File: src/p0lpc_map.svh
`ifndef P0LPC_MAP_SVH
`define P0LPC_MAP_SVH

// Register offsets (byte addresses on the local register port)
`define P0LPC_FUNC_ADDR      8'he7
`define P0LPC_FLAGS_ADDR     8'he8
`define P0LPC_STAT_ADDR      8'hf0
`define P0LPC_MASK_ADDR      8'hf1

// Reset values
`define P0LPC_FUNC_RST       8'h00
`define P0LPC_FLAGS_RST      4'h0

// Field positions in the pin-function register
`define P0LPC_PIN3_LSB       6
`define P0LPC_PIN2_LSB       4
`define P0LPC_PIN1_LSB       2
`define P0LPC_PIN0_LSB       0

// Bit positions in the edge interrupt flags register
`define P0LPC_EN1_BIT        3
`define P0LPC_PND1_BIT       2
`define P0LPC_EN0_BIT        1
`define P0LPC_PND0_BIT       0

// Pin mode encodings
`define P0LPC_MODE_IN        2'h0
`define P0LPC_MODE_IN_PU     2'h1
`define P0LPC_MODE_OUT       2'h2
`define P0LPC_MODE_ANA       2'h3

`endif

File: src/p0lpc_pkg.sv
package p0lpc_pkg;

   // Decoded controls for one pin
   typedef struct packed {
      logic schmitt_en;
      logic pull_up;
      logic out_en;
      logic analog_sel;
   } p0lpc_pin_ctl_t;

   // Register port request
   typedef struct packed {
      logic [7:0] addr;
      logic [7:0] wdata;
      logic       wr;
      logic       rd;
   } p0lpc_bus_req_t;

   // Edge detector state
   typedef enum logic [2:0] {
      P0LPC_ST_IDLE  = 3'b001,
      P0LPC_ST_HIGH  = 3'b010,
      P0LPC_ST_LOW   = 3'b100
   } p0lpc_edge_st_t;

endpackage

File: src/p0lpc_pin_dec.sv
`timescale 1ns/1ps
`include "p0lpc_map.svh"

// Decode one two-bit pin-function field into pad controls
module p0lpc_pin_dec
(
   // Field in
   input  wire logic [1:0]              mode_i,
   // Controls out
   output p0lpc_pkg::p0lpc_pin_ctl_t    ctl_o
);

   // Analog mode turns the Schmitt path off to avoid crowbar current
   always_comb
   begin
      ctl_o = '0;
      case (mode_i)
         `P0LPC_MODE_IN:
         begin
            ctl_o.schmitt_en = 1'b1;
         end
         `P0LPC_MODE_IN_PU:
         begin
            ctl_o.schmitt_en = 1'b1;
            ctl_o.pull_up    = 1'b1;
         end
         `P0LPC_MODE_OUT:
         begin
            ctl_o.out_en     = 1'b1;
         end
         `P0LPC_MODE_ANA:
         begin
            ctl_o.analog_sel = 1'b1;
         end
         default:
         begin
            ctl_o = '0;
         end
      endcase
   end

endmodule

File: src/p0lpc_top.sv
// The implementer's own choice: the strobed register port.
`timescale 1ns/1ps
`include "p0lpc_map.svh"

// Behaviour
// RULE1: Pins three and two decode 00 input, 01 input with pull-up, 10 push-pull output, 11 analog with Schmitt off.
// RULE2: Pin one decodes 00 interrupt input, 01 interrupt input with pull-up, 10 output, 11 analog with Schmitt off.
// RULE3: Pin zero uses the same four-way decode as pin one.
// RULE4: Flags bit 3 enables the pin one edge interrupt and bit 1 that of pin zero; both are read-write.
// RULE5: Flags bit 2 reads the pin one pending state; writing 0 clears it and writing 1 leaves it.
// RULE6: Flags bit 0 reads the pin zero pending state; writing 0 clears it and writing 1 leaves it.
// RULE7: A falling edge on an interrupt-mode pin sets its flag, and a request is raised while flag and enable are both set.
module p0lpc_top
(
   // Clock and reset
   input  wire logic                    core_clk_i,
   input  wire logic                    arst_n_i,
   // Register port
   input  wire logic [7:0]              reg_addr_i,
   input  wire logic [7:0]              reg_wdata_i,
   input  wire logic                    reg_wr_i,
   input  wire logic                    reg_rd_i,
   output logic      [7:0]              reg_rdata_o,
   // Pins, sampled synchronously
   input  wire logic [3:0]              pin_in_i,
   input  wire logic [3:0]              pin_out_val_i,
   // Pad controls
   output logic      [3:0]              pin_o,
   output logic      [3:0]              pin_oe_o,
   output logic      [3:0]              pull_up_o,
   output logic      [3:0]              schmitt_en_o,
   output logic      [3:0]              analog_sel_o,
   // Interrupt requests
   output logic                         edge_irq_line_zero_o,
   output logic                         edge_irq_line_one_o,
   output logic                         irq_o
);

   p0lpc_pkg::p0lpc_bus_req_t           req;
   p0lpc_pkg::p0lpc_pin_ctl_t [3:0]     ctl;
   p0lpc_pkg::p0lpc_edge_st_t [1:0]     edge_st_r;
   logic      [7:0]                     func_r;
   logic      [1:0]                     en_r;
   logic      [1:0]                     pnd_r;
   logic      [1:0]                     stat_r;
   logic      [1:0]                     mask_r;
   logic      [1:0]                     fall;
   logic      [1:0]                     irq_mode;
   logic      [1:0]                     pnd_clr;
   logic      [1:0]                     stat_clr;
   logic      [7:0]                     rdata_nxt;
   logic                                wr_func;
   logic                                wr_flags;
   logic                                wr_stat;
   logic                                wr_mask;

   assign req = '{addr: reg_addr_i, wdata: reg_wdata_i,
                  wr: reg_wr_i, rd: reg_rd_i};

   // Address decode of write strobes
   assign wr_func  = req.wr && (req.addr == `P0LPC_FUNC_ADDR);
   assign wr_flags = req.wr && (req.addr == `P0LPC_FLAGS_ADDR);
   assign wr_stat  = req.wr && (req.addr == `P0LPC_STAT_ADDR);
   assign wr_mask  = req.wr && (req.addr == `P0LPC_MASK_ADDR);

   // Pin-function register
   always_ff @(posedge core_clk_i or negedge arst_n_i)
   begin
      if (!arst_n_i)
         func_r <= `P0LPC_FUNC_RST;
      else if (wr_func)
         func_r <= req.wdata;
   end

   // One decoder per pin field
   genvar g;
   generate
      for (g = 0; g < 4; g++)
      begin : g_dec
         p0lpc_pin_dec u_dec
         (
            .mode_i (func_r[2*g +: 2]),                 // RULE1 RULE2 RULE3
            .ctl_o  (ctl[g])
         );
      end
   endgenerate

   // Pad controls registered so the outputs come from flops
   always_ff @(posedge core_clk_i or negedge arst_n_i)
   begin
      if (!arst_n_i)
      begin
         pin_o        <= 4'h0;
         pin_oe_o     <= 4'h0;
         pull_up_o    <= 4'h0;
         schmitt_en_o <= 4'h0;
         analog_sel_o <= 4'h0;
      end
      else
      begin
         for (int i = 0; i < 4; i++)
         begin
            pin_o[i]        <= pin_out_val_i[i] & ctl[i].out_en;
            pin_oe_o[i]     <= ctl[i].out_en;      // RULE1 RULE2 RULE3
            pull_up_o[i]    <= ctl[i].pull_up;
            schmitt_en_o[i] <= ctl[i].schmitt_en;
            analog_sel_o[i] <= ctl[i].analog_sel;
         end
      end
   end

   // Only the two low pins can interrupt, and only in input modes
   assign irq_mode[0] = ctl[0].schmitt_en;                     // RULE3
   assign irq_mode[1] = ctl[1].schmitt_en;                     // RULE2

   // Edge tracker re-arms on entering an input mode, so leaving output mode
   // with the pin low never fakes an edge
   always_ff @(posedge core_clk_i or negedge arst_n_i)
   begin
      if (!arst_n_i)
      begin
         edge_st_r[0] <= p0lpc_pkg::P0LPC_ST_IDLE;
         edge_st_r[1] <= p0lpc_pkg::P0LPC_ST_IDLE;
      end
      else
      begin
         for (int i = 0; i < 2; i++)
         begin
            if (!irq_mode[i])
               edge_st_r[i] <= p0lpc_pkg::P0LPC_ST_IDLE;
            else
            begin
               case (edge_st_r[i])
                  p0lpc_pkg::P0LPC_ST_IDLE:
                     edge_st_r[i] <= pin_in_i[i] ? p0lpc_pkg::P0LPC_ST_HIGH
                                                 : p0lpc_pkg::P0LPC_ST_LOW;
                  p0lpc_pkg::P0LPC_ST_HIGH:
                     if (!pin_in_i[i])
                        edge_st_r[i] <= p0lpc_pkg::P0LPC_ST_LOW;
                  p0lpc_pkg::P0LPC_ST_LOW:
                     if (pin_in_i[i])
                        edge_st_r[i] <= p0lpc_pkg::P0LPC_ST_HIGH;
                  default:
                     edge_st_r[i] <= p0lpc_pkg::P0LPC_ST_IDLE;
               endcase
            end
         end
      end
   end

   // Falling edge: tracked high, pin now low
   always_comb
   begin
      for (int i = 0; i < 2; i++)
         fall[i] = irq_mode[i] && !pin_in_i[i]
                   && (edge_st_r[i] == p0lpc_pkg::P0LPC_ST_HIGH); // RULE7
   end

   // Pending clear by writing zero
   assign pnd_clr[0] = wr_flags && !req.wdata[`P0LPC_PND0_BIT];    // RULE6
   assign pnd_clr[1] = wr_flags && !req.wdata[`P0LPC_PND1_BIT];    // RULE5

   // Enable bits
   always_ff @(posedge core_clk_i or negedge arst_n_i)
   begin
      if (!arst_n_i)
         en_r <= 2'h0;
      else if (wr_flags)
      begin
         en_r[0] <= req.wdata[`P0LPC_EN0_BIT];                    // RULE4
         en_r[1] <= req.wdata[`P0LPC_EN1_BIT];                    // RULE4
      end
   end

   // Pending flags; a new edge wins over a clear in the same cycle
   always_ff @(posedge core_clk_i or negedge arst_n_i)
   begin
      if (!arst_n_i)
         pnd_r <= 2'h0;
      else
      begin
         for (int i = 0; i < 2; i++)
         begin
            if (fall[i])
               pnd_r[i] <= 1'b1;                                  // RULE7
            else if (pnd_clr[i])
               pnd_r[i] <= 1'b0;                                  // RULE5 RULE6
         end
      end
   end

   // Summary status, write-one-to-clear, set wins
   assign stat_clr = wr_stat ? req.wdata[1:0] : 2'h0;
   always_ff @(posedge core_clk_i or negedge arst_n_i)
   begin
      if (!arst_n_i)
         stat_r <= 2'h0;
      else
         stat_r <= fall | (stat_r & ~stat_clr);
   end

   // Summary mask
   always_ff @(posedge core_clk_i or negedge arst_n_i)
   begin
      if (!arst_n_i)
         mask_r <= 2'h0;
      else if (wr_mask)
         mask_r <= req.wdata[1:0];
   end

   // Request lines follow flag and enable, and irq_o follows status and mask, one cycle later
   always_ff @(posedge core_clk_i or negedge arst_n_i)
   begin
      if (!arst_n_i)
      begin
         edge_irq_line_zero_o <= 1'b0;
         edge_irq_line_one_o  <= 1'b0;
         irq_o                <= 1'b0;
      end
      else
      begin
         edge_irq_line_zero_o <= pnd_r[0] & en_r[0];              // RULE7
         edge_irq_line_one_o  <= pnd_r[1] & en_r[1];              // RULE7
         irq_o                <= |(stat_r & mask_r);
      end
   end

   // Read mux; unmapped addresses read zero
   always_comb
   begin
      rdata_nxt = 8'h00;
      case (req.addr)
         `P0LPC_FUNC_ADDR:  rdata_nxt = func_r;
         `P0LPC_FLAGS_ADDR: rdata_nxt = {4'h0, en_r[1], pnd_r[1],
                                         en_r[0], pnd_r[0]};  // RULE4 RULE5 RULE6
         `P0LPC_STAT_ADDR:  rdata_nxt = {6'h00, stat_r};
         `P0LPC_MASK_ADDR:  rdata_nxt = {6'h00, mask_r};
         default:           rdata_nxt = 8'h00;
      endcase
   end

   // Read data stands only in the cycle after the strobe
   always_ff @(posedge core_clk_i or negedge arst_n_i)
   begin
      if (!arst_n_i)
         reg_rdata_o <= 8'h00;
      else if (req.rd)
         reg_rdata_o <= rdata_nxt;
      else
         reg_rdata_o <= 8'h00;
   end
endmodule

File: config.mk
export PLATFORM = sky130hd
export DESIGN_NAME = p0lpc_top
export DESIGN_NICKNAME = d
export VERILOG_FILES = /design/src/p0lpc_pkg.sv /design/src/p0lpc_pin_dec.sv /design/src/p0lpc_top.sv
export VERILOG_INCLUDE_DIRS = /design/src /design/src/src
export SDC_FILE = /design/constraint.sdc
export NUM_CORES = 1
export LEC_CHECK = 0
export BUFFER_PORTS_ARGS = -buffer_cell sky130_fd_sc_hd__buf_2
export CAP_MARGIN = 15
export CORE_UTILIZATION = 50
export CTS_CLUSTER_SIZE = 30
export DETAILED_ROUTE_END_ITERATION = 8
export PLACE_DENSITY_LB_ADDON = 0.1
export SLEW_MARGIN = 30
export SYNTH_ARGS = -nofsm -noshare
export SYNTH_HDL_FRONTEND = slang
export SYNTH_SLANG_ARGS = --single-unit
File: constraint.sdc
create_clock -name core_clk_i -period 1.65 [get_ports core_clk_i]
set_clock_uncertainty 0.15 [all_clocks]
set_input_delay 0.2475 -clock core_clk_i [delete_from_list [all_inputs] [get_ports core_clk_i]]
set_output_delay 0.2475 -clock core_clk_i [all_outputs]
set_load 0.1 [all_outputs]
==> results.cfg <==
[outcome]
outcome = finished clean

[logic_synthesis]
synth_edf_count = 0
synth.area.top_cells = sky130_fd_sc_hd__dfrtp_1 63%, sky130_fd_sc_hd__mux2_2 6.7%, sky130_fd_sc_hd__and2_1 3.7%, sky130_fd_sc_hd__dfstp_2 2.6%, sky130_fd_sc_hd__nor2_1 1.7%
ys_top_cells_by_count = 51 x sky130_fd_sc_hd__dfrtp_1, 12 x sky130_fd_sc_hd__and2_1, 12 x sky130_fd_sc_hd__mux2_2
dominant_cell_by_count_in_the_synthesized_netlist = sky130_fd_sc_hd__dfrtp_1
synth_top_flop_cell = sky130_fd_sc_hd__dfrtp_1
cell_type_with_the_largest_total_area_after_synthesis = sky130_fd_sc_hd__dfrtp_1
avgSynthCellArea_um2 = 13.7
synth.distinct_cells = 33
yosysWarningCount = 0
synth_async_sr_flop_share_pct = 100
synthDominantCellAreaShare_pct = 63.0
sequential_element_share_of_the_synthesized_area_pct = 65.6
syn_nets = 176
synth-seq-cells = 53
syn_inst = 148
syn_area_um2 = 2030

[clock_tree]
tritoncts_num_sinks = 53
clk_latency_ns = 0.30
cts_tree = built
cts_root_buf = sky130_fd_sc_hd__clkbuf_8
cts.path.max_buffers = 2
post_cts.repair.setup_buffers = 0
clock_tree.htree_level_count = 2
clk_pin_slew_ns = 0.08
cts-buffers-inserted = 5

[drt]
drt-wirelength-per-cell_um = 13.8
detail_route.vias_per_cell = 5.21
ant_nets = 0
wl_um = 3790
vias = 1427
drcViolationCount = 0
first_pass_iters = 4
first_iter_violations = 101

[placement]
hpwlAfterDp_um = 2840
gpl.final_weighted_congestion = 0.851
dp.cells = 262
port-buffer-count = 56

[setup_path]
critical_path.endpoint_type = output pin
worst_path_dominant_cell_family = buffers and inverters
slowest_stage = sky130_fd_sc_hd__buf_2
critical-path-max-stage-delay_ns = 0.42
worst-setup-path-type = flip-flop to output pin
setup_crit_start_kind = flip-flop
worstPathMaxFanout = 1
cp_data_arrival_time_ns = 1.06
worstRegToRegCells = 2
r2r_slack_ns = 0.31
crit_chain = buf_2
worstReg2RegStart = func_r[3]$_DFFE_PN0P_
timing.critical_path.buf_inv = 1
crit_path_required_time_ns = 1.25
critical_path.reg2reg.endpoint = pnd_r[1]$_DFFE_PN0P_

[cells_and_area]
diodes = 0
drive_gt1_share_pct = 40.7
synthToLayoutAreaGrowth_pct = 27.9
num-fill-cells = 293
layoutNonFillerInstCount = 274
postLayoutCoreUtil_pct = 68.7
num-nets-final = 254

[hold_path]
min_delay_worst_endpoint = pin_o[0]$_DFF_PN0_
hold_start = pin_out_val_i[0]
holdCritPathClass = input port to flip-flop
hold-path-cell-count = 2

[pwr]
total_power_mw = 2.84
power_density_nw_per_um2 = 1100
leakage_nw = 1.32
ir_worst_vdd_v = 0.000659

[sta]
worst_slew_pin_slew_ns = 0.526
period_needed_ns = 1.46
maxSlewViolCount = 0
rsz0062_at_grt = no
clock.fmax_mhz = 684
finalHoldViolations = 0
worst_slew_margin_rel_pct = 64.6
layout_worst_path_cycle_share_pct = 88.6
final-setup-viol-count = 0
fin_tns_setup_ns = 0

[floorplan]
num_rows = 22
placeableCoreArea_um2 = 3770
floorplan.die_area_um2 = 4310
chipWidth_um = 65.7
io_pins = 59
start_util_pct = 53.7
fp.dieH_um = 65.7

[global_routing]
initial_antenna_violation_count = 0
vias_in_the_first_global_route = 1375
globalRouteTotalUtil_pct = 19.7
pin_count_of_the_biggest_net_entering_global_routing = 39
grt_first_pass_wirelength_um = 6130
global_route.overflow_total = 0

[flow_run]
max_cap_viol_count = 0
-- routing by layer --
layer / routed length [um] / track usage (%)
met5: 0 / 0
met2: 1800 / 30.4
met4: 72 / 10.3
met3: 235 / 5.38
met1: 1680 / 25.1
-- where the power goes --
part           internal [mW]  switching, mW  total [mW]  leakage (nW)
Sequential              1.47          0.103        1.57         0.688
Clock                  0.333          0.373       0.706        0.0443
Combinational          0.197          0.363       0.560         0.590
-- flip-flops by register name (all words and copies together) (netlist names) --
| register | flops |
|---|---|
| reg_rdata_o | 8 |
| edge_irq_line_zero_o | 1 |
| edge_st_r | 6 |
| pull_up_o | 4 |
| func_r | 8 |
| pin_o | 4 |
| pin_oe_o | 4 |
| pnd_r | 2 |
| mask_r | 2 |
| irq_o | 1 |
| stat_r | 2 |
| en_r | 2 |
| edge_irq_line_one_o | 1 |
| schmitt_en_o | 4 |
| analog_sel_o | 4 |
-- what timing repair did --
action                     in CTS  in global routing
resized for setup               0                  0
hold endpoints to repair       16                  1
hold buffers                    4                  1
setup endpoints to repair       0                  0
-- area by class of cell --
class                           instances  area [um2]  share of cell area, %
Sequential cell                        53        1330                   51.3
Clock buffer                            7        86.3                   3.33
Tap cell                               48        60.1                   2.32
Inverter                                7        26.3                   1.01
Timing Repair Buffer                   73         433                   16.7
Multi-Input combinational cell         86         656                   25.3
-- cell usage in the layout (no fill, tap or decap), types with 4 or more instances in the layout --
master                          count
sky130_fd_sc_hd__and2_1            12
sky130_fd_sc_hd__buf_2             56
sky130_fd_sc_hd__buf_4             11
sky130_fd_sc_hd__clkbuf_8           6
sky130_fd_sc_hd__dfrtp_1           51
sky130_fd_sc_hd__dlygate4sd3_1      5
sky130_fd_sc_hd__inv_1              7
sky130_fd_sc_hd__mux2_2            12
sky130_fd_sc_hd__nand2b_1           4
sky130_fd_sc_hd__nor2_1             9
sky130_fd_sc_hd__nor2b_1            5
sky130_fd_sc_hd__nor4_1             4
-- kinds of logic after synthesis --
kind of cell / synth area share (%)
AO/OA/AOI/OAI: 5.99
XOR/XNOR: 0.865
buffers and inverters: 2.04
flip-flops: 65.6
multiplexers: 7.78
AND/OR/NAND/NOR: 17.7
-- through the flow --
| step | cell area [um2] | worst slack [ns] | hold WS (ns) |
|---|---|---|---|
| 2_1_floorplan | 2030 | 0.0144 | -0.198 |
| 3_3_place_gp | 2450 | -0.0366 | 0.0183 |
| 3_5_place_dp | 2450 | -0.0640 | 0.0412 |
| 4_1_cts | 2580 | 0.183 | 0.00112 |
| 5_1_grt | 2590 | 0.117 | 0.0105 |
| 6_report | 2590 | 0.188 | 0.00143 |
-- worst max path at each step --
stage	to	depth (start not counted)	startpoint	slack (ns)
finish	irq_o	1	irq_o$_DFF_PN0_	0.19
global route	pnd_r[1]$_DFFE_PN0P_	4	pin_in_i[1]	0.12
CTS	irq_o	1	irq_o$_DFF_PN0_	0.18
detailed placement	en_r[0]$_DFFE_PN0P_	4	reg_addr_i[1]	-0.06
global placement	en_r[0]$_DFFE_PN0P_	4	reg_addr_i[1]	-0.04
floorplan	en_r[0]$_DFFE_PN0P_	4	reg_addr_i[0]	0.01
-- worst reg2reg max path, cell delays in order (launching register included) --
cell	delay [ns]
sky130_fd_sc_hd__dfrtp_1	0.44
sky130_fd_sc_hd__nor4_1	0.52
sky130_fd_sc_hd__nand2b_1	0.17
(Power assumes the default switching activity.)
